--- src/rtl/metering_cfg_pkg.sv ---
`default_nettype none
package metering_cfg_pkg;

	// Bus geometry
	localparam int ADDR_W = 8;
	localparam int DATA_W = 32;
	localparam int REG_W = 8;
	localparam int IDX_W = 6;
	localparam int IDX_LSB = 2;
	localparam int HTRANS_ACTIVE_BIT = 1;
	localparam logic [2:0] HSIZE_WORD = 3'h2;
	localparam logic HRESP_OKAY = 1'b0;

	// Register indices; byte address is four times the index
	localparam logic [IDX_W-1:0] REG_IDX_ACC_MODE = 6'h0F;
	localparam logic [IDX_W-1:0] REG_IDX_GAIN = 6'h1B;
	localparam logic [IDX_W-1:0] REG_IDX_ZX = 6'h2B;
	localparam logic [IDX_W-1:0] REG_IDX_CAL = 6'h3D;

	// Field layouts
	typedef struct packed {
		logic [2:0] voltage_gain_sel;
		logic reserved_4;
		logic sign_detect_source;
		logic [2:0] current_gain_sel;
	} gain_cfg_t;

	localparam int ZX_PINS = 2;
	localparam int ZX_PIN_P12 = 0;
	localparam int ZX_PIN_P05 = 1;

	typedef struct packed {
		logic [REG_W-ZX_PINS-1:0] reserved;
		logic [ZX_PINS-1:0] pin_en;
	} zx_cfg_t;

	typedef struct packed {
		logic [1:0] reserved_hi;
		logic [1:0] current_input_select;
		logic voltage_input_ground;
		logic current_input_ground;
		logic [1:0] reserved_lo;
	} cal_cfg_t;

	localparam int ACC_ICH_BIT = 7;

	// Reset values and writable bits
	localparam logic [REG_W-1:0] GAIN_RESET = 8'h00;
	localparam logic [REG_W-1:0] ZX_RESET = 8'h00;
	localparam logic [REG_W-1:0] CAL_RESET = 8'h00;
	localparam logic [REG_W-1:0] GAIN_WRITE_MASK = 8'hEF;
	localparam logic [REG_W-1:0] ZX_WRITE_MASK = 8'h03;
	localparam logic [REG_W-1:0] CAL_WRITE_MASK = 8'h3C;

	// Gain codes and amplification
	localparam int GAIN_W = 5;
	localparam logic [2:0] GAIN_CODE_X1 = 3'h0;
	localparam logic [2:0] GAIN_CODE_X2 = 3'h1;
	localparam logic [2:0] GAIN_CODE_X4 = 3'h2;
	localparam logic [2:0] GAIN_CODE_X8 = 3'h3;
	localparam logic [2:0] GAIN_CODE_X16 = 3'h4;
	localparam logic [GAIN_W-1:0] GAIN_X1 = 5'h01;
	localparam logic [GAIN_W-1:0] GAIN_X2 = 5'h02;
	localparam logic [GAIN_W-1:0] GAIN_X4 = 5'h04;
	localparam logic [GAIN_W-1:0] GAIN_X8 = 5'h08;
	localparam logic [GAIN_W-1:0] GAIN_X16 = 5'h10;

	// Current input selection codes
	localparam logic [1:0] SEL_FORCE_A = 2'h1;
	localparam logic [1:0] SEL_FORCE_B = 2'h2;

	typedef enum logic [1:0] {BUS_IDLE, BUS_WRITE, BUS_READ} bus_state_t;

	typedef struct packed {
		logic wr_en;
		logic [IDX_W-1:0] idx;
		logic [REG_W-1:0] wdata;
	} bus_req_t;

	// Amplification for a gain code; unused codes give unity
	function automatic logic [GAIN_W-1:0] gain_of(input logic [2:0] code);
		case (code)
			GAIN_CODE_X1: gain_of = GAIN_X1;
			GAIN_CODE_X2: gain_of = GAIN_X2;
			GAIN_CODE_X4: gain_of = GAIN_X4;
			GAIN_CODE_X8: gain_of = GAIN_X8;
			GAIN_CODE_X16: gain_of = GAIN_X16;
			default: gain_of = GAIN_X1;
		endcase
	endfunction : gain_of

endpackage : metering_cfg_pkg
`default_nettype wire

--- src/rtl/metering_frontend_config_regs.sv ---
// Behaviour
// Gain bits 7:5 set voltage gain: codes 000..100 give 1,2,4,8,16.
// Gain bits 2:0 set current gain with the same code mapping.
// Gain bit 3 picks sign detection: 0 filtered power, 1 per pulse.
// First zero-cross enable drives zero-crossing onto pin P1.2; else undriven.
// Second zero-cross enable drives pin P0.5, independent of the first.
// Current select codes 00 and 11 follow automatic tamper-based choice.
// Current select 01 forces input A, 10 forces input B.
// Calibration bit 3 set grounds the voltage channel input.
// Calibration bit 2 set grounds the current channel input.
// Software writes zeros to calibration bits 7:6 and 1:0.
// All gain and calibration fields reset to zero.
// Accumulation-mode bit 7 reads the input used by antitamper: 0 A, 1 B.
// Gain codes 101 to 111 act as unity gain.
`timescale 1ns/1ps
`default_nettype none
module metering_frontend_config_regs (
	input wire logic hclk,
	input wire logic hresetn,
	input wire logic ce,
	input wire logic hsel,
	input wire logic [metering_cfg_pkg::ADDR_W-1:0] haddr,
	input wire logic [1:0] htrans,
	input wire logic hwrite,
	input wire logic [2:0] hsize,
	input wire logic [metering_cfg_pkg::DATA_W-1:0] hwdata,
	input wire logic hready,
	input wire logic tamper_auto_b,
	input wire logic zero_cross_level,
	output logic hreadyout,
	output logic hresp,
	output logic [metering_cfg_pkg::DATA_W-1:0] hrdata,
	output logic [metering_cfg_pkg::GAIN_W-1:0] voltage_gain,
	output logic [metering_cfg_pkg::GAIN_W-1:0] current_gain,
	output logic sign_detect_source,
	output logic meas_use_input_b,
	output logic voltage_input_ground,
	output logic current_input_ground,
	output logic [metering_cfg_pkg::ZX_PINS-1:0] zx_pin_out,
	output logic [metering_cfg_pkg::ZX_PINS-1:0] zx_pin_oe
);
	import metering_cfg_pkg::*;

	bus_req_t bus_req;
	gain_cfg_t gain_reg;
	zx_cfg_t zx_cfg_reg;
	cal_cfg_t cal_reg;
	logic tamper_channel_indicator_reg;
	logic [DATA_W-1:0] rd_word;
	gain_cfg_t wr_gain_view;

	// Register index match, shared by writes and reads
	function automatic logic reg_hit(
		input logic [IDX_W-1:0] idx,
		input logic [IDX_W-1:0] target
	);
		reg_hit = (idx == target);
	endfunction : reg_hit

	// Resolved current input for energy measurement
	function automatic logic pick_input_b(
		input logic [1:0] sel,
		input logic auto_b
	);
		if (sel == SEL_FORCE_A) begin
			pick_input_b = 1'b0;
		end else if (sel == SEL_FORCE_B) begin
			pick_input_b = 1'b1;
		end else begin
			pick_input_b = auto_b;
		end
	endfunction : pick_input_b

	// Bus front end
	ahb_reg_slave u_slave (
		.hclk(hclk),
		.hresetn(hresetn),
		.ce(ce),
		.hsel(hsel),
		.haddr(haddr),
		.htrans(htrans),
		.hwrite(hwrite),
		.hsize(hsize),
		.hwdata(hwdata),
		.hready(hready),
		.rd_word(rd_word),
		.hreadyout(hreadyout),
		.hresp(hresp),
		.hrdata(hrdata),
		.bus_req(bus_req)
	);

	// Gain register; reserved bit 4 is never stored
	always_ff @(posedge hclk or negedge hresetn) begin
		if (!hresetn) begin
			gain_reg <= gain_cfg_t'(GAIN_RESET);
		end else if (ce && bus_req.wr_en && reg_hit(bus_req.idx, REG_IDX_GAIN)) begin
			gain_reg <= gain_cfg_t'(bus_req.wdata & GAIN_WRITE_MASK);
		end
	end

	// Zero-crossing output enables
	always_ff @(posedge hclk or negedge hresetn) begin
		if (!hresetn) begin
			zx_cfg_reg <= zx_cfg_t'(ZX_RESET);
		end else if (ce && bus_req.wr_en && reg_hit(bus_req.idx, REG_IDX_ZX)) begin
			zx_cfg_reg <= zx_cfg_t'(bus_req.wdata & ZX_WRITE_MASK);
		end
	end

	// Calibration register; reserved bits held at zero
	always_ff @(posedge hclk or negedge hresetn) begin
		if (!hresetn) begin
			cal_reg <= cal_cfg_t'(CAL_RESET);
		end else if (ce && bus_req.wr_en && reg_hit(bus_req.idx, REG_IDX_CAL)) begin
			cal_reg <= cal_cfg_t'(bus_req.wdata & CAL_WRITE_MASK);
		end
	end

	// Channel gains to the analog front end
	always_ff @(posedge hclk or negedge hresetn) begin
		if (!hresetn) begin
			voltage_gain <= GAIN_X1;
			current_gain <= GAIN_X1;
		end else if (ce) begin
			voltage_gain <= gain_of(gain_reg.voltage_gain_sel); // see R1
			current_gain <= gain_of(gain_reg.current_gain_sel); // see R2
		end
	end

	// Sign-change detection point for the pulse outputs
	always_ff @(posedge hclk or negedge hresetn) begin
		if (!hresetn) begin
			sign_detect_source <= 1'b0;
		end else if (ce) begin
			sign_detect_source <= gain_reg.sign_detect_source;
		end
	end

	// Current input choice for energy measurement
	always_ff @(posedge hclk or negedge hresetn) begin
		if (!hresetn) begin
			meas_use_input_b <= 1'b0;
		end else if (ce) begin
			meas_use_input_b <= pick_input_b(cal_reg.current_input_select, tamper_auto_b); // see R6
		end
	end

	// Calibration grounding of either channel
	always_ff @(posedge hclk or negedge hresetn) begin
		if (!hresetn) begin
			voltage_input_ground <= 1'b0;
			current_input_ground <= 1'b0;
		end else if (ce) begin
			voltage_input_ground <= cal_reg.voltage_input_ground;
			current_input_ground <= cal_reg.current_input_ground;
		end
	end

	// Input picked by the tamper logic, as software sees it
	always_ff @(posedge hclk or negedge hresetn) begin
		if (!hresetn) begin
			tamper_channel_indicator_reg <= 1'b0;
		end else if (ce) begin
			tamper_channel_indicator_reg <= tamper_auto_b;
		end
	end

	// Zero-crossing pin drivers, one per enable bit
	genvar gi;
	generate
		for (gi = 0; gi < ZX_PINS; gi++) begin : g_zx
			zx_pin_driver u_zx (
				.hclk(hclk),
				.hresetn(hresetn),
				.ce(ce),
				.enable(zx_cfg_reg.pin_en[gi]), // see R4
				.level(zero_cross_level),
				.pin_out(zx_pin_out[gi]),
				.pin_oe(zx_pin_oe[gi])
			);
		end
	endgenerate

	// Read data; unmapped words read zero
	always_comb begin
		rd_word = '0;
		if (reg_hit(bus_req.idx, REG_IDX_GAIN)) begin
			rd_word[REG_W-1:0] = gain_reg;
		end else if (reg_hit(bus_req.idx, REG_IDX_ZX)) begin
			rd_word[REG_W-1:0] = zx_cfg_reg;
		end else if (reg_hit(bus_req.idx, REG_IDX_CAL)) begin
			rd_word[REG_W-1:0] = cal_reg;
		end else if (reg_hit(bus_req.idx, REG_IDX_ACC_MODE)) begin
			rd_word[ACC_ICH_BIT] = tamper_channel_indicator_reg;
		end
	end

	// Write data seen through the gain field layout
	assign wr_gain_view = gain_cfg_t'(bus_req.wdata);

	// Voltage gain is always a single power of two
	AST_VGAIN_MAP: assert property (@(posedge hclk) disable iff (!hresetn)
		ce |=> $onehot(voltage_gain))
		else $error("voltage gain not a power of two");

	// Voltage code 100 gives sixteen
	AST_VGAIN_X16: assert property (@(posedge hclk) disable iff (!hresetn)
		ce && gain_reg.voltage_gain_sel == GAIN_CODE_X16 |=> voltage_gain == GAIN_X16)
		else $error("voltage gain code 100 not x16");

	// Written current gain code reaches its output two edges on
	AST_GAIN_WRITE: assert property (@(posedge hclk) disable iff (!hresetn)
		bus_req.wr_en && reg_hit(bus_req.idx, REG_IDX_GAIN)
		&& wr_gain_view.current_gain_sel == GAIN_CODE_X8 ##1 ce
		|=> current_gain == GAIN_X8)
		else $error("current gain did not follow written code");

	// Undefined codes give unity
	AST_GAIN_UNDEF: assert property (@(posedge hclk) disable iff (!hresetn)
		ce && gain_reg.current_gain_sel > GAIN_CODE_X16 |=> current_gain == GAIN_X1)
		else $error("undefined current gain code not unity");

	// Sign detection source tracks bit 3
	AST_SIGN_SRC: assert property (@(posedge hclk) disable iff (!hresetn)
		ce |=> sign_detect_source == $past(gain_reg.sign_detect_source))
		else $error("sign detection source wrong");

	// First zero-cross pin driven only when enabled
	AST_ZX_P12: assert property (@(posedge hclk) disable iff (!hresetn)
		ce |=> zx_pin_oe[ZX_PIN_P12] == $past(zx_cfg_reg.pin_en[ZX_PIN_P12])
		&& (zx_pin_out[ZX_PIN_P12] == ($past(zero_cross_level) && zx_pin_oe[ZX_PIN_P12])))
		else $error("P1.2 zero-cross drive wrong");

	// Second zero-cross pin independent of the first
	AST_ZX_P05: assert property (@(posedge hclk) disable iff (!hresetn)
		ce |=> zx_pin_oe[ZX_PIN_P05] == $past(zx_cfg_reg.pin_en[ZX_PIN_P05]))
		else $error("P0.5 zero-cross enable wrong");

	// Automatic selection follows the tamper logic
	AST_SEL_AUTO: assert property (@(posedge hclk) disable iff (!hresetn)
		ce && cal_reg.current_input_select != SEL_FORCE_A
		&& cal_reg.current_input_select != SEL_FORCE_B
		|=> meas_use_input_b == $past(tamper_auto_b))
		else $error("automatic current input not followed");

	// Forced selection overrides tamper logic
	AST_SEL_FORCE: assert property (@(posedge hclk) disable iff (!hresetn)
		ce && (cal_reg.current_input_select == SEL_FORCE_A
		|| cal_reg.current_input_select == SEL_FORCE_B)
		|=> meas_use_input_b == ($past(cal_reg.current_input_select) == SEL_FORCE_B))
		else $error("forced current input wrong");

	// Channel grounding follows calibration bits
	AST_GROUND: assert property (@(posedge hclk) disable iff (!hresetn)
		ce |=> voltage_input_ground == $past(cal_reg.voltage_input_ground)
		&& current_input_ground == $past(cal_reg.current_input_ground))
		else $error("channel grounding wrong");

	// Gain and calibration registers hold zero, voltage gain unity, right after reset
	AST_RESET_ZERO: assert property (@(posedge hclk) disable iff (!hresetn)
		!$past(hresetn) |-> gain_reg == gain_cfg_t'(GAIN_RESET)
		&& cal_reg == cal_cfg_t'(CAL_RESET) && voltage_gain == GAIN_X1)
		else $error("fields not zero after reset");

	// Indicator read returns the tamper choice one edge on
	AST_ICH_READ: assert property (@(posedge hclk) disable iff (!hresetn)
		ce && u_slave.state == BUS_READ && reg_hit(bus_req.idx, REG_IDX_ACC_MODE)
		|=> hrdata[ACC_ICH_BIT] == $past(tamper_channel_indicator_reg)
		&& hrdata[ACC_ICH_BIT-1:0] == '0)
		else $error("tamper channel indicator read wrong");

	// Voltage code 000 gives unity
	AST_VGAIN_X1: assert property (@(posedge hclk) disable iff (!hresetn)
		ce && gain_reg.voltage_gain_sel == GAIN_CODE_X1 |=> voltage_gain == GAIN_X1)
		else $error("voltage gain code 000 not x1");

	// Voltage code 001 gives two
	AST_VGAIN_X2: assert property (@(posedge hclk) disable iff (!hresetn)
		ce && gain_reg.voltage_gain_sel == GAIN_CODE_X2 |=> voltage_gain == GAIN_X2)
		else $error("voltage gain code 001 not x2");

	// Voltage code 010 gives four
	AST_VGAIN_X4: assert property (@(posedge hclk) disable iff (!hresetn)
		ce && gain_reg.voltage_gain_sel == GAIN_CODE_X4 |=> voltage_gain == GAIN_X4)
		else $error("voltage gain code 010 not x4");

	// Voltage code 011 gives eight
	AST_VGAIN_X8: assert property (@(posedge hclk) disable iff (!hresetn)
		ce && gain_reg.voltage_gain_sel == GAIN_CODE_X8 |=> voltage_gain == GAIN_X8)
		else $error("voltage gain code 011 not x8");

	// Current code 000 gives unity
	AST_CGAIN_X1: assert property (@(posedge hclk) disable iff (!hresetn)
		ce && gain_reg.current_gain_sel == GAIN_CODE_X1 |=> current_gain == GAIN_X1)
		else $error("current gain code 000 not x1");

	// Current code 001 gives two
	AST_CGAIN_X2: assert property (@(posedge hclk) disable iff (!hresetn)
		ce && gain_reg.current_gain_sel == GAIN_CODE_X2 |=> current_gain == GAIN_X2)
		else $error("current gain code 001 not x2");

	// Current code 010 gives four
	AST_CGAIN_X4: assert property (@(posedge hclk) disable iff (!hresetn)
		ce && gain_reg.current_gain_sel == GAIN_CODE_X4 |=> current_gain == GAIN_X4)
		else $error("current gain code 010 not x4");

	// Current code 011 gives eight
	AST_CGAIN_X8: assert property (@(posedge hclk) disable iff (!hresetn)
		ce && gain_reg.current_gain_sel == GAIN_CODE_X8 |=> current_gain == GAIN_X8)
		else $error("current gain code 011 not x8");

	// Current code 100 gives sixteen
	AST_CGAIN_X16: assert property (@(posedge hclk) disable iff (!hresetn)
		ce && gain_reg.current_gain_sel == GAIN_CODE_X16 |=> current_gain == GAIN_X16)
		else $error("current gain code 100 not x16");

	// Undefined voltage codes give unity
	AST_VGAIN_UNDEF: assert property (@(posedge hclk) disable iff (!hresetn)
		ce && gain_reg.voltage_gain_sel > GAIN_CODE_X16 |=> voltage_gain == GAIN_X1)
		else $error("undefined voltage gain code not unity");

	// Reserved calibration bits never hold a one
	AST_CAL_RSVD: assert property (@(posedge hclk) disable iff (!hresetn)
		cal_reg.reserved_hi == '0 && cal_reg.reserved_lo == '0)
		else $error("reserved calibration bits set");

	// First zero-cross pin released and low when disabled
	AST_ZX_IDLE: assert property (@(posedge hclk) disable iff (!hresetn)
		ce && !zx_cfg_reg.pin_en[ZX_PIN_P12]
		|=> !zx_pin_oe[ZX_PIN_P12] && !zx_pin_out[ZX_PIN_P12])
		else $error("P1.2 driven while disabled");

	// Second zero-cross pin carries the level when enabled
	AST_ZX_P05_OUT: assert property (@(posedge hclk) disable iff (!hresetn)
		ce |=> zx_pin_out[ZX_PIN_P05] == ($past(zero_cross_level) && zx_pin_oe[ZX_PIN_P05]))
		else $error("P0.5 zero-cross level wrong");

	// Indicator follows the tamper choice one edge late
	AST_ICH_FLOP: assert property (@(posedge hclk) disable iff (!hresetn)
		ce |=> tamper_channel_indicator_reg == $past(tamper_auto_b))
		else $error("tamper channel indicator stale");

	// Current channel grounding follows its bit
	AST_IGROUND: assert property (@(posedge hclk) disable iff (!hresetn)
		ce |=> current_input_ground == $past(cal_reg.current_input_ground))
		else $error("current channel grounding wrong");

endmodule : metering_frontend_config_regs
`default_nettype wire

--- src/rtl/ahb_reg_slave.sv ---
`timescale 1ns/1ps
`default_nettype none
module ahb_reg_slave (
	input wire logic hclk,
	input wire logic hresetn,
	input wire logic ce,
	input wire logic hsel,
	input wire logic [metering_cfg_pkg::ADDR_W-1:0] haddr,
	input wire logic [1:0] htrans,
	input wire logic hwrite,
	input wire logic [2:0] hsize,
	input wire logic [metering_cfg_pkg::DATA_W-1:0] hwdata,
	input wire logic hready,
	input wire logic [metering_cfg_pkg::DATA_W-1:0] rd_word,
	output logic hreadyout,
	output logic hresp,
	output logic [metering_cfg_pkg::DATA_W-1:0] hrdata,
	output var metering_cfg_pkg::bus_req_t bus_req
);
	import metering_cfg_pkg::*;

	bus_state_t state;
	logic [IDX_W-1:0] idx_reg;
	logic size_ok_reg;
	logic addr_take;

	// Address phase accepted
	assign addr_take = hsel && htrans[HTRANS_ACTIVE_BIT] && hready;

	// Transfer sequencing
	always_ff @(posedge hclk or negedge hresetn) begin
		if (!hresetn) begin
			state <= BUS_IDLE;
		end else if (ce) begin
			unique case (state)
				BUS_IDLE, BUS_WRITE: begin
					if (addr_take) begin
						state <= hwrite ? BUS_WRITE : BUS_READ;
					end else begin
						state <= BUS_IDLE;
					end
				end
				BUS_READ: state <= BUS_IDLE;
			endcase
		end
	end

	// Address phase capture
	always_ff @(posedge hclk or negedge hresetn) begin
		if (!hresetn) begin
			idx_reg <= '0;
			size_ok_reg <= 1'b0;
		end else if (ce && addr_take) begin
			idx_reg <= haddr[IDX_LSB +: IDX_W];
			size_ok_reg <= (hsize == HSIZE_WORD);
		end
	end

	// One wait state on reads, none on writes
	always_ff @(posedge hclk or negedge hresetn) begin
		if (!hresetn) begin
			hreadyout <= 1'b1;
			hresp <= HRESP_OKAY;
			hrdata <= '0;
		end else if (ce) begin
			hresp <= HRESP_OKAY;
			if (addr_take && !hwrite) begin
				hreadyout <= 1'b0;
			end else if (state == BUS_READ) begin
				hreadyout <= 1'b1;
				hrdata <= rd_word;
			end
		end
	end

	// Write strobe during the data phase
	always_comb begin
		bus_req.wr_en = ce && (state == BUS_WRITE) && size_ok_reg;
		bus_req.idx = idx_reg;
		bus_req.wdata = hwdata[REG_W-1:0];
	end

endmodule : ahb_reg_slave
`default_nettype wire

--- src/rtl/zx_pin_driver.sv ---
`timescale 1ns/1ps
`default_nettype none
module zx_pin_driver (
	input wire logic hclk,
	input wire logic hresetn,
	input wire logic ce,
	input wire logic enable,
	input wire logic level,
	output logic pin_out,
	output logic pin_oe
);

	// Pin carries the zero-crossing level only while enabled
	always_ff @(posedge hclk or negedge hresetn) begin
		if (!hresetn) begin
			pin_out <= 1'b0;
			pin_oe <= 1'b0;
		end else if (ce) begin
			pin_oe <= enable;
			pin_out <= enable & level;
		end
	end

endmodule : zx_pin_driver
`default_nettype wire

--- config.mk ---
export PLATFORM = sky130hd
export DESIGN_NAME = metering_frontend_config_regs
export DESIGN_NICKNAME = d
export VERILOG_FILES = /design/src/rtl/metering_cfg_pkg.sv /design/src/rtl/metering_frontend_config_regs.sv /design/src/rtl/ahb_reg_slave.sv /design/src/rtl/zx_pin_driver.sv
export SDC_FILE = /design/constraint.sdc
export NUM_CORES = 1
export LEC_CHECK = 0
export BUFFER_PORTS_ARGS = -buffer_cell sky130_fd_sc_hd__buf_2
export CORE_MARGIN = 4
export CORE_UTILIZATION = 45
export CTS_BUF_LIST = sky130_fd_sc_hd__clkbuf_16
export DETAILED_ROUTE_END_ITERATION = 8
export GPL_TIMING_DRIVEN = 1
export HOLD_SLACK_MARGIN = 0.06
export PLACE_DENSITY = 0.76
export SYNTH_ARGS = -nofsm -noshare
export SYNTH_HDL_FRONTEND = slang
export SYNTH_SLANG_ARGS = --single-unit
--- constraint.sdc ---
create_clock -name hclk -period 2.7 [get_ports hclk]
set_clock_uncertainty 0.1 [all_clocks]
set_input_delay 0.135 -clock hclk [delete_from_list [all_inputs] [get_ports hclk]]
set_output_delay 0.135 -clock hclk [all_outputs]
set_load 0.02 [all_outputs]
==> run summary <==
Traced cell by cell, the critical path runs through inv_1 -> nor4_1 -> mux2_2. The kind of start point of the critical path is a flop. The maximum count of clock buffers along a single path is 2. The transition time of the tightest slew-check pin is around 1100 ps.

The synthesized area divided by synthesized cell count is around 12 um^2. TritonCTS built the clock tree. The area of the placeable core is just over 5000 um^2. The static power due to leakage is approximately 1.5 nW. The number of nets still failing antenna checks after routing is 0. For this configuration, the core starts out at a cell density of between 40% and 50%.

Headroom to the max-slew limit came out at between 20% and 30%. The combined area of all synthesized cells came out at 2430 um^2. The placed wire-length estimate after detailed placement is about 3.6 mm. The final hold violation count is 0.

The number of buffers and inverters on the critical path is 1. The smallest clock period supported by the final layout is computed as approximately 1900 ps. The synthesized netlist contains 35 unique library cells. Dividing the detail-routed wire length by the instance count gives roughly 14 um.

In this run the cell area measured after placement is about 2600 um^2. The synthesis-to-finish area growth is 22.4%. The number of buffers inserted by port buffering came out at between 50 and 60. The global placer's final weighted congestion is around 0.77. The final-stage net count is ~330.

The delay contributed by the slowest stage of the critical path came out at 580 ps. Leaving out fill and tap cells, the most frequent cells in the layout are buf_2 (52), dfrtp_1 (47), mux2_2 (31), conb_1 (25), dlygate4sd3_1 (20). The post-route cell area came out at approximately 3000 um^2. The clock tree root buffer cell is clkbuf_16.

Counting every instance in the synthesized netlist gives roughly 210. The number of antenna diodes in the final layout is 0. The detailed router placed around 1,700 vias in this run. The clock input transition at the sequential cells of the worst setup and hold paths came out at around 60 ps. The clock sink count is 50. The number of setup violations in the final report is 0. By startpoint and endpoint, the worst setup path is classified as flop to flop. The number of buffers created by CTS is 5. The number of antenna violations at the first check in global routing is 0. The chip width is 81.5 um. The DRC violations left came out at 0. The register with the most flip-flops in the layout has 8 of them. The number of max-cap violations came out at 0. The number of ports placed on the die boundary came out at approximately 110.

Entering global routing, the biggest net connects 51 pins. The synthesis warning total came out at 0. Leaving out fill and tap cells, the most frequent cell in the layout is buf_2. The die is between 80 and 90 um tall.

The count of TritonRoute iterations in the first routing pass is 4. The largest fanout on the critical path came out at 10. The type of the worst min-delay path is input port to flop. The final total negative setup slack is 0 ps. The critical path arrival came out at roughly 2000 ps. The total length of routed wires is 4.97 mm. The number of pins with negative max-slew slack in the final report was 0. Setup repair after global routing left no endpoint under its margin. In the global route stage, overall resource usage came out at between 10% and 20%. The global-route wire length before repair is between 8 and 9 mm. The post-synthesis sequential area ratio came out at 51.7%. Based on the critical path, the design can be clocked at up to 0.533 GHz. In this run the number of H-tree levels came out at 2.

In the finished design, the share of the clock period the worst path needs comes to around 70%. On the critical path, the stage with the largest delay is an instance of dfrtp_1. The number of synthesized register bits is 50. The number of resized instances in the post-cts repair step is 0. The overall die area is 6640 um^2.

The worst IR drop on VDD is about 0.37 mV. The power density over the cells is about 580 nW/um^2. The worst setup path is captured at a flop. The floorplan has 26 rows.

Grouping stages by cell kind, the critical path spends the most delay in flip-flops. Measured on the finished design, the core utilization comes to a little under three fifths. The share of final-layout standard cells stronger than drive strength 1 is between 30% and 40%. The fill cell total of the finished layout is around 450. The run finished with clean final reports. The later-pin clock latency in the skew report is between 200 and 300 ps.

The via count of the first global-routing pass came out at about 1,700. The detailed router's first-iteration violation count is approximately 120. The remaining global-route overflow came out at 0.

Using the TritonRoute via totals, the vias-per-cell ratio works out to between 4 and 5. Data on the critical path is required at its endpoint by about 2800 ps.
-- synthesized netlist by cell type (all sizes together) --
cell	n	area, um^2
inv	10	37.5
and4b	3	30.0
a211oi	1	7.51
nand4b	3	41.3
o32ai	1	8.76
o21ai	6	30.0
a31oi	3	18.8
dfrtp	47	1180
nor2	10	37.5
a31o	2	17.5
and3b	1	8.76
nand4	5	31.3
mux2	31	349
buf	33	240
conb	1	3.75
o31ai	2	15.0
o22ai	3	18.8
and3	1	6.26
clkbuf	2	7.51
nand2b	3	18.8
nand3b	3	22.5
nor2b	4	25.0
dfstp	3	78.8
a22oi	2	15.0
nand3	7	35.0
xnor2	2	17.5
nor4b	1	23.8
a21oi	7	35.0
nor4	2	27.5
mux2i	1	10.0
nand2	7	26.3
nor3b	1	7.51
-- kinds of logic after synthesis --
group | after synthesis | synth area share, %
AO/OA/AOI/OAI | 27 | 6.85
XOR/XNOR | 2 | 0.721
AND/OR/NAND/NOR | 51 | 14.1
other | 1 | 0.154
multiplexers | 32 | 14.8
flip-flops | 50 | 51.7
buffers and inverters | 45 | 11.7
-- final cells by class --
class,instances,area (um^2),share of cell area [%]
clock buffer,5,125,4.21
timing repair buffer,74,475,16.0
sequential,50,1250,42.2
tap,70,87.6,2.95
inverter,10,37.5,1.26
clock inverter,3,12.5,0.421
multi-input combinational,137,978,32.9
-- per-stage QoR --
step / hold WS [ps] / worst slack, ps / std cells / total power, mW
after global placement: 269 / 840 / 321 / 1.11
after detailed placement: 273 / 819 / 321 / 1.12
after CTS: 172 / 800 / 349 / 1.72
after floorplan: -261 / 1090 / 232 / 1.05
final: 171 / 823 / 349 / 1.71
after global routing: 177 / 760 / 349 / 1.79
-- metal layers --
metal  GRT usage [%]  vias to the layer above  wire length [um]  part of all wire, %
li1                -                      821                 -                    -
met1            22.0                      838              2100                   42
met2            26.3                       76              2390                   48
met3            4.61                        8               408                  8.2
met4            5.07                        0                78                  1.6
met5               0                        -                 0                    0
-- final timing paths --
check	from	slack [ps]	cells after the start	end
hold reg to reg	voltage_gain[0]$_DFFE_PN1P_	390	2	voltage_gain[0]$_DFFE_PN1P_
min in group asynchronous	hresetn	490	2	voltage_input_ground$_DFFE_PN0P_
max in group asynchronous	hresetn	1330	2	u_slave.hrdata[4]$_DFFE_PN0P_
hold / removal	ce	170	2	current_input_ground$_DFFE_PN0P_
setup reg to reg	u_slave.idx_reg[5]$_DFFE_PN0P_	820	3	zx_cfg_reg[1]$_DFFE_PN0P_
setup / recovery	u_slave.idx_reg[5]$_DFFE_PN0P_	820	3	zx_cfg_reg[1]$_DFFE_PN0P_
-- report_power, final --
group | total [mW] | switching (mW) | internal (mW)
combinational | 0.273 | 0.167 | 0.105
clock | 0.585 | 0.250 | 0.335
sequential | 0.853 | 0.0509 | 0.802
total | 1.71 | 0.468 | 1.24
-- what timing repair did --
action,in CTS,in global routing
buffers inserted,0,0
endpoints found under the hold margin,71,0
hold buffers,20,0
(Power assumes the default switching activity.)
